## src/pll_status_pkg.sv

```systemverilog
package pll_status_pkg;
    localparam int unsigned NUM_PLL        = 4;
    localparam int unsigned LOOP_W         = 7;
    localparam int unsigned ADDR_W         = 5;
    localparam int unsigned REG_W          = 8;
    // register addresses within one pll's page
    localparam logic [4:0] LOOP_HI_ADDR    = 5'h10;
    localparam logic [4:0] LOOP_LO_ADDR    = 5'h12;
    localparam logic [4:0] MODE_ADDR       = 5'h14;
    localparam logic [4:0] STATUS_ADDR     = 5'h17;
    // field positions
    localparam int unsigned LOOP_HI_BIT    = 0;
    localparam int unsigned LOOP_LO_LSB    = 2;
    localparam int unsigned MODE_LSB       = 6;
    localparam int unsigned ST_HOLD_BIT    = 6;
    localparam int unsigned ST_INFAULT_BIT = 4;
    localparam int unsigned ST_REFFAULT_BIT = 3;
    localparam int unsigned ST_LOCK_BIT    = 2;
    // reset values and codes
    localparam logic [6:0] LOOP_RESET      = 7'h00;
    localparam logic [1:0] MODE_RESET      = 2'h0;
    localparam logic [1:0] CODE_ZERO       = 2'h0;
    localparam logic [1:0] CODE_RESERVED   = 2'h3;
    localparam logic [1:0] MODE_LOW_BW     = 2'h0;
    localparam logic [1:0] MODE_SYNTH      = 2'h1;
    typedef enum logic [1:0] {LOW_BW, SYNTH, HIGH_BW} pll_mode_t;
endpackage

```

## src/pll_status_and_loop_fields.sv

```systemverilog
`timescale 1ns/1ps
// Behaviour
// RULE1: each input-clock fault flag reads 1 while that input is bad and clears itself when good again.
// RULE2: each reference fault flag reads 1 while the reference is bad and clears itself when good again.
// RULE3: each lock flag reads the pll lock state and is also driven on that pll's lock pin.
// RULE4: each holdover flag reads 1 while the oscillator is frozen and 0 while tracking.
// RULE5: in synthesizer and high-bandwidth modes the loop field splits into filter, order, enable, pump and reduce.
// RULE6: in low-bandwidth mode bits 6:3 are converter gain, bits 2:1 lower pump, bit 0 reduce.
// RULE7: the upper loop filter selects one of four values and reads as 00 in low-bandwidth mode.
// RULE8: modulator order 0 means second order and 1 means third order.
// RULE9: modulator enable 0 gives integer feedback and 1 gives fractional feedback.
// RULE10: upper pump codes 00, 01, 10 select 173, 346, 692 uA, forced 00 in low-bandwidth mode; 11 is never written.
// RULE11: the reduce option cuts pump current by one third.
// RULE12: lower pump codes 00 to 11 select 800, 400, 200, 100 uA in low-bandwidth mode.
// RULE13: software programs pump, reduce and filter as one tabulated set for 200 kHz to 2 MHz.
// RULE14: software uses pump 10, reduce 0, filter 11 and an 80 MHz reference for 4 MHz bandwidth.
// RULE15: mode 00 is low-bandwidth, 01 synthesizer, 10 and 11 high-bandwidth.
// RULE16: the four status flags are read only and ignore writes.
module pll_status_and_loop_fields (
    // clock and reset
    input  wire logic        sys_clk_i,
    input  wire logic        reset_n_i,
    // register port, one pll selected per access
    input  wire logic [1:0]  pll_sel_i,
    input  wire logic [4:0]  reg_addr_i,
    input  wire logic        reg_write_i,
    input  wire logic [7:0]  reg_wdata_i,
    output logic [7:0]       reg_rdata_o,
    // analog status, asynchronous
    input  wire logic [3:0]  input_clock_bad_i,
    input  wire logic [3:0]  ref_clock_bad_i,
    input  wire logic [3:0]  pll_locked_i,
    input  wire logic [3:0]  holdover_active_i,
    // lock pins
    output logic [3:0]       lock_pin_o,
    // decoded controls per pll, flattened
    output logic [7:0]       upper_loop_filter_sel_o,
    output logic [3:0]       modulator_order_sel_o,
    output logic [3:0]       modulator_enable_o,
    output logic [7:0]       upper_pump_current_sel_o,
    output logic [3:0]       pump_reduce_option_o,
    output logic [15:0]      converter_gain_sel_o,
    output logic [7:0]       lower_pump_current_sel_o,
    output logic [3:0]       low_bw_mode_o
);
    ////////////////////////////////////////////////////////////////
    // one two-stage synchroniser per status kind; the flags follow the
    // live status, so they self-clear with no write
    logic [3:0]  in_fault_meta_reg;
    logic [3:0]  in_fault_sync_reg;
    logic [3:0]  ref_fault_meta_reg;
    logic [3:0]  ref_fault_sync_reg;
    logic [3:0]  locked_meta_reg;
    logic [3:0]  locked_sync_reg;
    logic [3:0]  hold_meta_reg;
    logic [3:0]  hold_sync_reg;
    logic [3:0]  input_clock_fault;
    logic [3:0]  ref_clock_fault;
    logic [3:0]  pll_locked_flag;
    logic [3:0]  holdover_flag;

    always_ff @(posedge sys_clk_i or negedge reset_n_i) begin
        if (!reset_n_i) begin
            in_fault_meta_reg <= 4'h0;
            in_fault_sync_reg <= 4'h0;
        end else begin
            in_fault_meta_reg <= input_clock_bad_i;
            in_fault_sync_reg <= in_fault_meta_reg;
        end
    end

    always_ff @(posedge sys_clk_i or negedge reset_n_i) begin
        if (!reset_n_i) begin
            ref_fault_meta_reg <= 4'h0;
            ref_fault_sync_reg <= 4'h0;
        end else begin
            ref_fault_meta_reg <= ref_clock_bad_i;
            ref_fault_sync_reg <= ref_fault_meta_reg;
        end
    end

    always_ff @(posedge sys_clk_i or negedge reset_n_i) begin
        if (!reset_n_i) begin
            locked_meta_reg <= 4'h0;
            locked_sync_reg <= 4'h0;
        end else begin
            locked_meta_reg <= pll_locked_i;
            locked_sync_reg <= locked_meta_reg;
        end
    end

    always_ff @(posedge sys_clk_i or negedge reset_n_i) begin
        if (!reset_n_i) begin
            hold_meta_reg <= 4'h0;
            hold_sync_reg <= 4'h0;
        end else begin
            hold_meta_reg <= holdover_active_i;
            hold_sync_reg <= hold_meta_reg;
        end
    end

    assign input_clock_fault = in_fault_sync_reg; // RULE1
    assign ref_clock_fault   = ref_fault_sync_reg; // RULE2
    assign pll_locked_flag   = locked_sync_reg; // RULE3
    assign holdover_flag     = hold_sync_reg; // RULE4
    assign lock_pin_o        = pll_locked_flag; // RULE3

    ////////////////////////////////////////////////////////////////
    // settings storage, one copy per pll; status has no storage, so a
    // write to its address reaches nothing
    logic        loop_hi_reg [4];
    logic [5:0]  loop_lo_reg [4];
    logic [1:0]  pll_mode_select_reg [4];
    logic        write_hi;
    logic        write_lo;
    logic        write_mode;
    logic [7:0]  rdata_next;

    assign write_hi   = reg_write_i && (reg_addr_i == pll_status_pkg::LOOP_HI_ADDR);
    assign write_lo   = reg_write_i && (reg_addr_i == pll_status_pkg::LOOP_LO_ADDR);
    assign write_mode = reg_write_i && (reg_addr_i == pll_status_pkg::MODE_ADDR);
    // no write strobe exists for the status address  RULE16

    for (genvar g = 0; g < 4; g++) begin : g_pll
        logic        picked;
        logic [1:0]  filt_next;
        logic        order_next;
        logic        enable_next;
        logic [1:0]  pump_next;
        logic        reduce_next;
        logic [3:0]  gain_next;
        logic [1:0]  lpump_next;
        logic        low_next;

        assign picked = (pll_sel_i == 2'(g));

        // loop field bit 6 lives alone in the upper register
        always_ff @(posedge sys_clk_i or negedge reset_n_i) begin
            if (!reset_n_i) begin
                loop_hi_reg[g] <= pll_status_pkg::LOOP_RESET[6];
            end else if (write_hi && picked) begin
                loop_hi_reg[g] <= reg_wdata_i[pll_status_pkg::LOOP_HI_BIT];
            end
        end

        always_ff @(posedge sys_clk_i or negedge reset_n_i) begin
            if (!reset_n_i) begin
                loop_lo_reg[g] <= pll_status_pkg::LOOP_RESET[5:0];
            end else if (write_lo && picked) begin
                loop_lo_reg[g] <= reg_wdata_i[pll_status_pkg::LOOP_LO_LSB +: 6];
            end
        end

        always_ff @(posedge sys_clk_i or negedge reset_n_i) begin
            if (!reset_n_i) begin
                pll_mode_select_reg[g] <= pll_status_pkg::MODE_RESET;
            end else if (write_mode && picked) begin
                pll_mode_select_reg[g] <= reg_wdata_i[pll_status_pkg::MODE_LSB +: 2];
            end
        end

        loop_field_decode u_decode (
            .loop_setting_field_i     ({loop_hi_reg[g], loop_lo_reg[g]}),
            .pll_mode_select_i        (pll_mode_select_reg[g]),
            .upper_loop_filter_sel_o  (filt_next),
            .modulator_order_sel_o    (order_next),
            .modulator_enable_o       (enable_next),
            .upper_pump_current_sel_o (pump_next),
            .pump_reduce_option_o     (reduce_next),
            .converter_gain_sel_o     (gain_next),
            .lower_pump_current_sel_o (lpump_next),
            .low_bw_mode_o            (low_next)
        );

        // controls leave through flip-flops so the analog side never sees
        // decode glitches; they follow a write one edge after it is taken
        always_ff @(posedge sys_clk_i or negedge reset_n_i) begin
            if (!reset_n_i) begin
                upper_loop_filter_sel_o[2*g +: 2]  <= pll_status_pkg::CODE_ZERO;
                modulator_order_sel_o[g]           <= 1'b0;
                modulator_enable_o[g]              <= 1'b0;
                upper_pump_current_sel_o[2*g +: 2] <= pll_status_pkg::CODE_ZERO;
                pump_reduce_option_o[g]            <= 1'b0;
                converter_gain_sel_o[4*g +: 4]     <= 4'h0;
                lower_pump_current_sel_o[2*g +: 2] <= pll_status_pkg::CODE_ZERO;
                // mode resets to low bandwidth, so the flag starts where decode starts
                low_bw_mode_o[g] <= (pll_status_pkg::MODE_RESET == pll_status_pkg::MODE_LOW_BW);
            end else begin
                upper_loop_filter_sel_o[2*g +: 2]  <= filt_next; // RULE7
                modulator_order_sel_o[g]           <= order_next; // RULE8
                modulator_enable_o[g]              <= enable_next; // RULE9
                upper_pump_current_sel_o[2*g +: 2] <= pump_next; // RULE10
                pump_reduce_option_o[g]            <= reduce_next; // RULE11
                converter_gain_sel_o[4*g +: 4]     <= gain_next; // RULE6
                lower_pump_current_sel_o[2*g +: 2] <= lpump_next; // RULE12
                low_bw_mode_o[g]                   <= low_next; // RULE15
            end
        end
    end

    ////////////////////////////////////////////////////////////////
    // read data is registered, so it answers for the previous cycle's address
    always_comb begin
        rdata_next = 8'h00;
        unique case (reg_addr_i)
            pll_status_pkg::LOOP_HI_ADDR: begin
                rdata_next[pll_status_pkg::LOOP_HI_BIT] = loop_hi_reg[pll_sel_i];
            end
            pll_status_pkg::LOOP_LO_ADDR: begin
                rdata_next[pll_status_pkg::LOOP_LO_LSB +: 6] = loop_lo_reg[pll_sel_i];
            end
            pll_status_pkg::MODE_ADDR: begin
                rdata_next[pll_status_pkg::MODE_LSB +: 2] = pll_mode_select_reg[pll_sel_i];
            end
            pll_status_pkg::STATUS_ADDR: begin
                rdata_next[pll_status_pkg::ST_HOLD_BIT]     = holdover_flag[pll_sel_i]; // RULE4
                rdata_next[pll_status_pkg::ST_INFAULT_BIT]  = input_clock_fault[pll_sel_i]; // RULE1
                rdata_next[pll_status_pkg::ST_REFFAULT_BIT] = ref_clock_fault[pll_sel_i]; // RULE2
                rdata_next[pll_status_pkg::ST_LOCK_BIT]     = pll_locked_flag[pll_sel_i]; // RULE3
            end
            default: begin
                rdata_next = 8'h00;
            end
        endcase
    end

    always_ff @(posedge sys_clk_i or negedge reset_n_i) begin
        if (!reset_n_i) begin
            reg_rdata_o <= 8'h00;
        end else begin
            reg_rdata_o <= rdata_next;
        end
    end
endmodule

```

## src/loop_field_decode.sv

```systemverilog
`timescale 1ns/1ps
module loop_field_decode (
    // settings
    input  wire logic [6:0] loop_setting_field_i,
    input  wire logic [1:0] pll_mode_select_i,
    // decoded controls
    output logic [1:0]      upper_loop_filter_sel_o,
    output logic            modulator_order_sel_o,
    output logic            modulator_enable_o,
    output logic [1:0]      upper_pump_current_sel_o,
    output logic            pump_reduce_option_o,
    output logic [3:0]      converter_gain_sel_o,
    output logic [1:0]      lower_pump_current_sel_o,
    output logic            low_bw_mode_o
);
    pll_status_pkg::pll_mode_t mode;

    always_comb begin
        unique case (pll_mode_select_i)
            pll_status_pkg::MODE_LOW_BW: mode = pll_status_pkg::LOW_BW; // RULE15
            pll_status_pkg::MODE_SYNTH:  mode = pll_status_pkg::SYNTH; // RULE15
            default:                     mode = pll_status_pkg::HIGH_BW; // RULE15
        endcase
    end

    always_comb begin
        low_bw_mode_o            = (mode == pll_status_pkg::LOW_BW);
        pump_reduce_option_o     = loop_setting_field_i[0]; // RULE11
        upper_loop_filter_sel_o  = pll_status_pkg::CODE_ZERO;
        modulator_order_sel_o    = 1'b0;
        modulator_enable_o       = 1'b0;
        upper_pump_current_sel_o = pll_status_pkg::CODE_ZERO;
        converter_gain_sel_o     = 4'h0;
        lower_pump_current_sel_o = pll_status_pkg::CODE_ZERO;
        if (low_bw_mode_o) begin
            converter_gain_sel_o     = loop_setting_field_i[6:3]; // RULE6
            lower_pump_current_sel_o = loop_setting_field_i[2:1]; // RULE6 RULE12
        end else begin
            upper_loop_filter_sel_o = loop_setting_field_i[6:5]; // RULE5 RULE7
            modulator_order_sel_o   = loop_setting_field_i[4]; // RULE5 RULE8
            modulator_enable_o      = loop_setting_field_i[3]; // RULE5 RULE9
            // reserved code falls back to the lowest current
            if (loop_setting_field_i[2:1] != pll_status_pkg::CODE_RESERVED) begin
                upper_pump_current_sel_o = loop_setting_field_i[2:1]; // RULE10
            end
        end
    end
endmodule

```

## config.mk

```make
export PLATFORM = sky130hd
export DESIGN_NAME = pll_status_and_loop_fields
export DESIGN_NICKNAME = d
export VERILOG_FILES = /design/src/pll_status_pkg.sv /design/src/pll_status_and_loop_fields.sv /design/src/loop_field_decode.sv
export SDC_FILE = /design/constraint.sdc
export NUM_CORES = 1
export LEC_CHECK = 0
export CAP_MARGIN = 20
export CORE_MARGIN = 1.5
export CORE_UTILIZATION = 66
export CTS_CLUSTER_DIAMETER = 100
export DETAILED_ROUTE_END_ITERATION = 10
export DONT_BUFFER_PORTS = 1
export GPL_TIMING_DRIVEN = 1
export MAX_ROUTING_LAYER = met4
export PLACE_DENSITY = 0.83
export SYNTH_ARGS = -nofsm -noshare
export SYNTH_HDL_FRONTEND = slang
export SYNTH_SLANG_ARGS = --single-unit
```

## constraint.sdc

```tcl
create_clock -name sys_clk_i -period 3.4 [get_ports sys_clk_i]
set_input_delay 0.34 -clock sys_clk_i [delete_from_list [all_inputs] [get_ports sys_clk_i]]
set_output_delay 0.34 -clock sys_clk_i [all_outputs]
set_load 0.02 [all_outputs]
```

Word level (Yosys, flattened, before mapping)
Cells that the tools add are included.
{"block": "word_totals", "reg_bits": 131, "elab_cells": 149}
{"block": "classes", "n_mux": 54, "bitwise": 1, "n_eq_ne": 15, "order_cmp": 2, "reduce_logical": 24}
{"operator": "2-bit 2-to-1 mux", "count": 18}
{"operator": "5-bit equality test, second input constant", "count": 4}
{"operator": "2-bit logical NOT", "count": 9}
{"operator": "1-bit 2-to-1 mux", "count": 16}
{"operator": "4-bit 2-to-1 mux", "count": 4}
{"operator": "2-bit case mux with 2 select lines", "count": 4}
{"operator": "1-bit logical AND", "count": 15}
{"operator": "6-bit binary-select mux with 2-bit select", "count": 1}
{"operator": "6-bit 2-to-1 mux", "count": 2}
{"operator": "1-bit binary-select mux with 2-bit select", "count": 5}
{"operator": "2-bit by 1-bit equality test with 1-bit output, second input constant", "count": 5}
{"operator": "2-bit != test, second input constant", "count": 4}
{"operator": "3-bit case mux with 2 select lines", "count": 1}
{"operator": "2-bit binary-select mux with 2-bit select", "count": 1}
{"operator": "2-bit equality test, second input constant", "count": 2}
{"operator": "3-bit >= comparator, second input constant", "count": 1}
{"operator": "2-bit by 3-bit < comparator with 1-bit output, second input constant", "count": 1}
{"operator": "2-bit NOT with 3-bit output", "count": 1}
{"operator": "1-bit case mux with 3 select lines", "count": 1}
{"operator": "1-bit case mux with 2 select lines", "count": 1}

Longest topological paths before layout
Gate-level depths: netlist (run 1).
{"block": "logic_depth", "ltp_word": 5, "mapped_depth": 5, "ltp_nobuf": 3}

By module
A second synthesis (run 1) with hierarchy kept.
{"block": "hier_totals", "hier_cells": 291, "area_unflattened_um2": 4745.8}
{"module": "pll_status_and_loop_fields", "cells_per_inst": 231, "area_each_um2": 4325.4, "n_inst": 1}
{"module": "loop_field_decode", "cells_per_inst": 15, "area_each_um2": 105.1, "n_inst": 4}

Least setup slack after synthesis (run 1)
No wires, ideal clock.
{"block": "synth_path", "path_type": "in2reg", "start": "input port reg_addr_i[0]", "end": "register loop_lo_reg[0] (netlist bit)", "setup_time_ns": 0.125, "path_stages": 4, "required_time_ns": 3.275, "slack_ns": 1.839, "arrival_time_ns": 1.436, "cell_sequence": "nor3b_2 -> and4_2 -> buf_4 -> mux2_2"}
{"block": "synth_between", "elab_chain_len": 3}
{"element": "from (decl)", "line": "pll_status_and_loop_fields.sv:25", "rtl": "input wire logic [4:0] reg_addr_i,"}
{"element": "5-bit equality test", "line": "pll_status_and_loop_fields.sv:120", "rtl": "assign write_lo = reg_write_i && (reg_addr_i == pll_status_pkg::LOOP_LO_ADDR);"}
{"element": "1-bit logical AND", "line": "pll_status_and_loop_fields.sv:120"}
{"element": "1-bit logical AND", "line": "pll_status_and_loop_fields.sv:149", "rtl": "end else if (write_lo && picked) begin"}
{"element": "to (signal, indexed assignment)", "line": "pll_status_and_loop_fields.sv:148", "rtl": "loop_lo_reg[g] <= pll_status_pkg::LOOP_RESET[5:0];"}
{"element": "to (signal, indexed assignment)", "line": "pll_status_and_loop_fields.sv:150", "rtl": "loop_lo_reg[g] <= reg_wdata_i[pll_status_pkg::LOOP_LO_LSB +: 6];"}
{"element": "to (decl)", "line": "pll_status_and_loop_fields.sv:112", "rtl": "logic [5:0] loop_lo_reg [4];"}
No other way between the ends.
A chain may end at the register's enable or synchronous reset.

Final worst setup path (run 1)
{"block": "layout_path", "start": "input port reg_addr_i[0]", "end": "register loop_lo_reg[19] (netlist bit)"}
The elaborated chain is that of the path after synthesis.

==> metrics.md, run 1 <==
| Metric | Value |
|---|---|
| Min-delay worst type | input port to flop |
| H-tree Lvls | 4 |
| Syn_nets | 318 |
| Crit Path Max Fanout | 10 |
| Clk buf depth | 2 |
| TritonCTS Buffers | 17 |
| Clk_skew | 8.56 ps |
| Initial core utilization | 68.0% |
| Resized Gates After CTS | 0 |
| Sw Share | 23.3% |
| Most common cell after layout, fill and taps aside | dfrtp_1 |
| Clock share of power | 44.7% |
| Post-route ant nets | 0 |
| Layout Nets | 350 |
| Root Buffer | clkbuf_8 |
| Final max-slew violation count | 0 |
| Vias post-DR | 2456 |
| Vias in the first global route | 2497 |
| Yosys cell types | 25 |
| Initial antenna violation count | 1 |
| Drt first pass iters | 4 |
| First-pass GRT wire length | 13600 um |
| Routed wire per std cell | 21.0 um |
| Clk_lat worst skew | 510 ps |
| RSZ-0062 raised after global routing | no |
| Final hold vios | 0 |
| CP Class | input port to flop |
| Starting DRT DRC Count | 214 |
| Routed WL | 8620 um |
| Top cells by area, synth | dfrtp_1, mux2_2, mux4_2, and2_1, nor2b_1 |
| Avg Cell Area, Syn | 16.2 um2 |
| Leak | 2.55 nW |
| GRT Util Overall | 26.3% |
| Synth area leader | dfrtp_1 |
| Type of origin of the critical path | input port |
| Met2 Use GR | 39.8% |
| Comb power frac | 5.4% |
| Period utilization | 43.4% |
| Cell row count | 30 |
| CTS tree | yes |
| Grt ovf | 0 |
| Post-synthesis sequential area ratio | 71.5% |
| TNS Setup | 0 ps |
| Vias per cell | 5.99 |
| Yosys top cell area share | 69.2% |
| Die width | 86.4 um |
| Synth Instances | 284 |
| Die Y | 86.4 um |
| Final min period | 1480 ps |
| Critical Path End Type | flop |
| Max VDD drop | 462 uV |
| IO Count | 102 |
| P per Cell Area | 658 mW/mm2 |
| Max Cap Violations | 0 |
| Final core utilization | 80.4% |
| Synthesized flop and latch total | 131 |
| Die ar. | 0.00747 mm2 |
| Max FFs per register | 24 |
| Finish-stage setup viols | 0 |
| CTS clk-pin slew, worst paths | 60 ps |
| WP data required | 3790 ps |
| Final Wtd Congestion | 0.830 |
| Drt drc | 0 |
| Core area | 0.00676 mm2 |
| YS warnings | 0 |
| Outcome | finished clean |
| Met1 Track Usage GR | 32.1% |
| Sw power | 0.000831 W |
| Largest net degree at the start of global routing | 132 |
| Arrival time worst endpoint | 1870 ps |
| CTS Sinks | 131 |
| Fmax | 678 MHz |
| Mapped Area | 0.00459 mm2 |
| Internal | 0.00274 W |
| Reg power frac | 49.9% |
| Post CTS Setup Buffer Count | 0 |
| Post-DP HPWL | 4950 um |
| Busiest grt layer | met2 |
| P&R area growth vs syn | 18.2% |
| Layout cells sized above 1 | 25.8% |
| Slew headroom | 45.6% |
| Met3 GRT Util | 10.6% |
| PortBufs | 0 |
| Most frequent cells in the layout | dfrtp_1, mux2_2, and2_1, dlygate4sd3_1, nor2b_1 |
| Slew @ Worst Pin | 813 ps |
[stage by stage]
stage	setup slack [ps]	instance area, um2	std cells	total power [W]	hold slack [ps]
6_report	1920	5430	410	0.00357	71.2
5_1_grt	1920	5430	410	0.00370	55.8
4_1_cts	1960	5430	409	0.00359	53.6
3_5_place_dp	1490	4630	352	0.00194	47.2
3_3_place_gp	1530	4630	352	0.00193	47.2
2_1_floorplan	1840	4590	284	0.00191	44.4
[layout make-up]
| class | instances | area, um2 |
|---|---|---|
| Timing Repair Buffer | 25 | 268 |
| Tap cell | 80 | 100 |
| Inverter | 4 | 15.0 |
| Sequential cell | 131 | 3280 |
| Clock inverter | 10 | 85.1 |
| Multi-Input combinational cell | 137 | 1230 |
| Antenna cell | 1 | 2.50 |
| Fill cell | 361 | 1330 |
| Clock buffer | 22 | 443 |
[synth_stat cells, drive strengths merged]
library cell and number:
dfrtp 127, mux2 36, and2 24, nor2b 19
nand3 16, mux4 13, nor3b 10, buf 8
nor2 5, clkbuf 4, dfstp 4, inv 4
nand4 3, o21ai 3, and3 2, and3b 1
and4 1, conb 1, nand2 1, nor3 1
o211ai 1
[worst max-delay path, cell delays in order]
cell	delay (ps)
nor3b_2	620
nand3_1	480
mux2_2	420
[final timing paths]
path	startpoint	to	slack [ps]	cells past startpoint
max in group asynchronous	reset_n_i	in_fault_sync_reg[3]	2460	2
setup reg to reg	pll_mode_select_reg[0]	converter_gain_sel_o[13]	2040	2
hold / removal	pll_sel_i[0]	loop_hi_reg[0]	70	2
setup / recovery	reg_addr_i[0]	loop_lo_reg[19]	1920	3
min in group asynchronous	reset_n_i	upper_pump_current_sel_o[4]	410	2
hold reg to reg	ref_fault_meta_reg[0]	ref_clock_fault[0]	350	0
[power by group through the flow]
stage / clock, W / sequential (W) / combinational (W)
after global placement: 0 / 0.00180 / 0.000128
final: 0.00160 / 0.00178 / 0.000193
after global routing: 0.00170 / 0.00179 / 0.000214
after floorplan: 0 / 0.00178 / 0.000124
after detailed placement: 0 / 0.00180 / 0.000131
after CTS: 0.00161 / 0.00178 / 0.000194
[kinds of logic (layout without fill, tap and decap cells)]
group | after synthesis | after routing | share of synthesized area [%]
other | 1 | 2 | 0.0817
DFF | 131 | 131 | 71.5
muxes | 49 | 49 | 15.2
and+or+nand+nor | 83 | 83 | 11.1
AOI/OAI and AO/OA | 4 | 4 | 0.490
buffers and inverters | 16 | 61 | 1.66
[layer usage]
layer / part of all wire (%) / wire (um) / up-vias
met1: 40 / 3420 / 1280
li1: - / - / 1045
met5: 0 / 0 / -
met2: 51 / 4380 / 118
met4: 1.1 / 91 / 0
met3: 8.4 / 720 / 13
[what timing repair did]
item                                   CTS  global route
hold buffers                            25             0
endpoints found under the hold margin  183             0
setup endpoints to repair                0             0
No activity file was read; power rests on OpenSTA's default activity.
==> inputs of run 2 (changes only) <==
ABC_AREA = 1   (was not set)
CORE_UTILIZATION = 56   (was 66)
PLACE_DENSITY = 0.75   (was 0.83)
clock period = 1.3 ns   (was 3.4 ns; I/O delays follow)
==> metrics.md, run 2 <==
| Metric | Value |
|---|---|
| Non-Filler Instances | 668 |
| Initial antenna violation count | 0 |
| Finish-stage setup viols | 0 |
| Die width | 95.3 um |
| CTS clk-pin slew, worst paths | 60 ps |
| Inst Count DP | 590 |
| TNS Setup | 0 ps |
| Type of origin of the critical path | input port |
| Mapped Area | 0.00477 mm2 |
| Post CTS Setup Buffer Count | 0 |
| Yosys cell types | 18 |
| Layout cells sized above 1 | 10.3% |
| Failing checks | hold timing |
| GRT Util Overall | 27.4% |
| Final hold vios | 131 |
| Synthesized flop and latch total | 131 |
| Reg2reg end | loop_lo_reg[19] |
| Delay-heaviest family, CP | buffers and inverters |
| Yosys top cell area share | 66.6% |
| Fmax | 793 MHz |
| Slew @ Worst Pin | 552 ps |
| Die Y | 95.3 um |
| Vias in the first global route | 3670 |
| Final Wtd Congestion | 0.875 |
| Top cells by area, synth | dfrtp_1, nand2_1, nand3_1, nor2_1, inv_1 |
| Arrival time worst endpoint | 1710 ps |
| Core area | 0.00822 mm2 |
| CP cell instances | dlygate4sd3_1 -> nand3_1 -> dlygate4sd3_1 -> nand2_1 |
| Most frequent cells in the layout | nand2_1, dfrtp_1, nor2_1 |
| Largest net degree at the start of global routing | 132 |
| Initial core utilization | 58.0% |
| Hold Slack | -688 ps |
| Final core utilization | 73.3% |
| Synth Instances | 484 |
| Antenna cell count | 0 |
| Clk buf depth | 2 |
| Layout Nets | 585 |
| Max incr delay on CP | 780 ps |
| RSZ-0062 raised after global routing | no |
| Most used DFF post-synth | dfrtp_1 |
| Synth top cells by count | nand2_1, dfrtp_1, nor2_1 |
| Starting DRT DRC Count | 343 |
| Grt ovf | 0 |
| Vias post-DR | 3584 |
| WP data required | 1750 ps |
| Crit Reg-Reg Startpoint | loop_lo_reg[19] |
| Post-CTS Hold Fix Bufs | 47 |
| Most instantiated library cell after synthesis | nand2_1 |
| Min-delay worst type | input port to asynchronous set/reset pin |
| IO Count | 102 |
| Outcome | complete, but fails checks |
| Vias per cell | 5.37 |
| Max FFs per register | 24 |
| Period utilization | 97.0% |
| PortBufs | 0 |
| Post-route ant nets | 0 |
| R2r setup slk | 40 ps |
| Post-synth ARST share | 100% |
| Routed wire per std cell | 16.4 um |
| Reg2Reg Depth | 3 |
| Die ar. | 0.00908 mm2 |
| Most frequent CP cell | dlygate4sd3_1 |
| Leak | 3.10 nW |
| Drt drc | 0 |
| Drt first pass iters | 7 |
| Final worst slack | 39.3 ps |
| Clk_skew | 6.44 ps |
| Routed WL | 10900 um |
| Final min period | 1260 ps |
| Avg Cell Area, Syn | 9.85 um2 |
| P&R area growth vs syn | 26.2% |
| Post-synth EDFFs | 0 |
| Placement Setup Slack | 172 ps |
| Root Buffer | clkbuf_8 |
| Max Cap Violations | 0 |
| Synth area leader | dfrtp_1 |
| CP Class | input port to flop |
| CP bufs+invs | 2 |
| Max VDD drop | 1310 uV |
| P per Cell Area | 1690 mW/mm2 |
| YS warnings | 0 |
| Most common cell after layout, fill and taps aside | nand2_1 |
| Post-synthesis sequential area ratio | 68.8% |
| Cell row count | 33 |
| First-pass GRT wire length | 17600 um |
| Critical Path End Type | flop |
| Slew headroom | 63.0% |
| Crit Path Max Fanout | 8 |
| H-tree Lvls | 4 |
| CTS Sinks | 131 |
| TritonCTS Buffers | 17 |
| Post-DP HPWL | 6670 um |
| Clk_lat worst skew | 510 ps |
| Syn_nets | 518 |
| Final max-slew violation count | 0 |
| Worst path slowest cell | dlygate4sd3_1 |
| CTS tree | yes |
run 2: changes by cell type after synthesis, moves of 19 or more:
cell     change
nand2_1    +159
nor2_1      +60
mux2_2      -36
inv_1       +33
nand3_1     +33
and2_1      -24
nor2b_1     -19
run 2: logic make-up (layout without fill, tap and decap cells):
kind of cell	Yosys count	after routing	share of synthesized area (%)
flip-flops	131	131	68.8
other	1	1	0.0786
buffers and inverters	54	133	5.17
AO/OA/AOI/OAI	5	5	0.525
AND/OR/NAND/NOR	293	293	25.4
run 2: worst max-delay path by stage:
stage	slack, ps	end	cells after the start	startpoint
4_1_cts	70	low_bw_mode_o[0]	0	low_bw_mode_o[0]
3_5_place_dp	170	loop_lo_reg[10]	5	pll_sel_i[1]
2_1_floorplan	300	converter_gain_sel_o[0]	3	pll_mode_select_reg[6]
6_report	40	loop_lo_reg[23]	4	reg_wdata_i[7]
5_1_grt	8	loop_lo_reg[19]	3	loop_lo_reg[19]
3_3_place_gp	190	loop_lo_reg[6]	5	pll_sel_i[1]
run 2: repair_timing:
item | in CTS | in global routing
resized for setup | 0 | 3
endpoints found under the setup margin | 0 | 7
hold endpoints to repair | 190 | 131
run 2: metal layers:
| layer | global-route usage, % | share of wire (%) | vias to the layer above |
|---|---|---|---|
| met5 | - | 0 | - |
| met4 | 14.1 | 3.4 | 0 |
| met1 | 33.7 | 40 | 1734 |
| li1 | - | - | 1640 |
| met2 | 41.8 | 48 | 175 |
| met3 | 7.18 | 8.3 | 35 |
run 2: area by class of cell:
class	instances	area [um2]
Clock inverter	12	180
Tap cell	105	131
Fill cell	507	2200
Sequential cell	131	3280
Inverter	39	146
Multi-Input combinational cell	299	1240
Timing Repair Buffer	63	596
Clock buffer	19	442
run 2: where the power goes:
group	switching, W	internal (W)
combinational	0.000378	0.000244
sequential	0.000279	0.00434
clock	0.00174	0.00321
total	0.00239	0.00780
run 2: worst register-to-register path, stage by stage, from the launching register on:
cell and delay (ps):
dfrtp_1 420, nand2_1 90, nand2_1 60, dlygate4sd3_1 570
run 2: per-stage QoR:
stage	area (um2)	power, W	hold WS [ps]
2_1_floorplan	4770	0.00502	-166
3_3_place_gp	4920	0.00514	-162
3_5_place_dp	4920	0.00517	-163
4_1_cts	6010	0.0102	-702
5_1_grt	6020	0.0105	-716
6_report	6020	0.0102	-688
==> inputs of run 3 (changes only) <==
ABC_AREA = not set   (was 1)
PLACE_DENSITY = 0.72   (was 0.75)
==> metrics.md, run 3 (same netlist as run 1, synthesis figures left out) <==
| Metric | Value |
|---|---|
| Min-delay worst type | input port to asynchronous set/reset pin |
| Wire length on met2 | 4450 um |
| Max incr delay on CP | 810 ps |
| Clock share of power | 46.3% |
| Fmax | 797 MHz |
| Worst path slowest cell | dlygate4sd3_1 |
| CTS tree | yes |
| Finish-stage setup viols | 0 |
| Layout Nets | 385 |
| Routed WL | 8870 um |
| Internal | 0.00734 W |
| Clk_skew | 6.02 ps |
| Leak | 2.73 nW |
| Met3 Routed Length | 475 um |
| Clk buf depth | 2 |
| Delay-heaviest family, CP | buffers and inverters |
| Post-route cell area | 0.00578 mm2 |
| CP bufs+invs | 1 |
| Routed wire per std cell | 19.0 um |
| Max layer used | met4 |
| Final min period | 1250 ps |
| Placed inst area | 0.00486 mm2 |
| TritonCTS Buffers | 17 |
| Sw power | 0.00229 W |
| GRT Util Overall | 23.2% |
| Outcome | complete, but fails checks |
| Multi-input gate area | 0.00124 mm2 |
| Most common cell after layout, fill and taps aside | dfrtp_1 |
| First-pass GRT wire length | 14000 um |
| Resized Gates After CTS | 0 |
| Final Wtd Congestion | 0.875 |
| Max Cap Violations | 0 |
| P per Cell Area | 1670 mW/mm2 |
| Met1 WL | 3820 um |
| Starting DRT DRC Count | 135 |
| CP cell instances | dlygate4sd3_1 -> mux4_2 -> nand3_1 -> nand2_1 |
| Antenna cell count | 0 |
| Sw Share | 23.8% |
| Drt first pass iters | 4 |
| Final hold vios | 135 |
| Final max-slew violation count | 0 |
| CTS Sinks | 131 |
| Core area | 0.00785 mm2 |
| CTS clk-pin slew, worst paths | 60 ps |
| Vias post-DR | 2552 |
| Post-route ant nets | 0 |
| Initial core utilization | 58.5% |
| Die Y | 93.6 um |
| Max FFs per register | 24 |
| Vias in the first global route | 2688 |
| Grt ovf | 0 |
| Arrival time worst endpoint | 1650 ps |
| Crit Path Max Fanout | 13 |
| Largest net degree at the start of global routing | 132 |
| Critical Path End Type | flop |
| Cell row count | 32 |
| Initial antenna violation count | 0 |
| Type of origin of the critical path | input port |
| TNS Setup | 0 ps |
| Layout cells sized above 1 | 30.8% |
| Vias per cell | 5.48 |
| RSZ-0062 raised after global routing | no |
| Reg power frac | 48.0% |
| Drt drc | 0 |
| P&R area growth vs syn | 25.9% |
| Comb power frac | 5.7% |
| H-tree Lvls | 4 |
| Period utilization | 96.5% |
| Die width | 93.6 um |
| Max VDD drop | 1120 uV |
| Root Buffer | clkbuf_8 |
| Die ar. | 0.00875 mm2 |
| PortBufs | 0 |
| Clk_lat worst skew | 510 ps |
| FF+latch area | 0.00328 mm2 |
| Post-DP HPWL | 5490 um |
| IO Count | 102 |
| Failing checks | hold timing |
| Fillers | 497 |
| WP data required | 1700 ps |
| Hold Slack | -689 ps |
| Most frequent cells in the layout | dfrtp_1, mux2_2, dlygate4sd3_1 |
| CP Class | input port to flop |
==> run 3: cell types whose count changed in the layout (fill, tap and decap cells not counted), moves of 9 or more <==
cell           change
nand2_1          -159
nor2_1            -59
mux2_2            +36
inv_1             -33
nand3_1           -33
and2_1            +24
nor2b_1           +19
mux4_2            +13
dlygate4sd3_1     -10
nor3b_1            +9
==> run 3: path summary, 6_finish.rpt <==
path,to,start,cells after the start,slack [ps]
min,upper_pump_current_sel_o[5],reset_n_i,0,-690
max reg2reg,reg_rdata_o[5],loop_lo_reg[21],2,70
min reg2reg,hold_sync_reg[1],hold_meta_reg[1],0,340
max,reg_rdata_o[7],pll_sel_i[1],4,50
min in group sys_clk_i,reg_rdata_o[4],reg_addr_i[3],4,-10
max in group asynchronous,low_bw_mode_o[1],reset_n_i,0,1790
==> run 3: final cells by class <==
cell class | count | share of cell area, %
Sequential cell | 131 | 56.8
Inverter | 4 | 0.260
Clock buffer | 20 | 7.70
Clock inverter | 12 | 2.12
Tap cell | 102 | 2.21
Multi-Input combinational cell | 137 | 21.4
Timing Repair Buffer | 60 | 9.52
==> run 3: power by group through the flow <==
stage	combinational (W)	sequential, W	clock [W]
floorplan	0.000327	0.00466	0
global placement	0.000431	0.00468	0
detailed placement	0.000443	0.00470	0
CTS	0.000531	0.00463	0.00455
global route	0.000594	0.00466	0.00474
finish	0.000548	0.00463	0.00446
==> run 3: metrics by stage <==
stage | util, % | setup WS [ps] | instances | power [W]
after detailed placement | 62.0 | 43.0 | 399 | 0.00514
after global routing | 73.7 | 23.6 | 466 | 0.0100
after global placement | 62.0 | 71.2 | 399 | 0.00512
final | 73.7 | 45.2 | 466 | 0.00964
after floorplan | - | 16.4 | 284 | 0.00499
after CTS | 73.3 | 46.4 | 463 | 0.00971
==> run 3: layer usage <==
layer | up-vias | GRT usage, %
met3 | 15 | 6.34
met4 | 0 | 10.8
met2 | 104 | 35.3
li1 | 1112 | -
met1 | 1321 | 29.4
met5 | - | -
==> run 3: timing repair <==
| action | in CTS | in global routing |
|---|---|---|
| hold endpoints to repair | 190 | 139 |
| setup buffers | 0 | 0 |
| hold buffers | 32 | 3 |
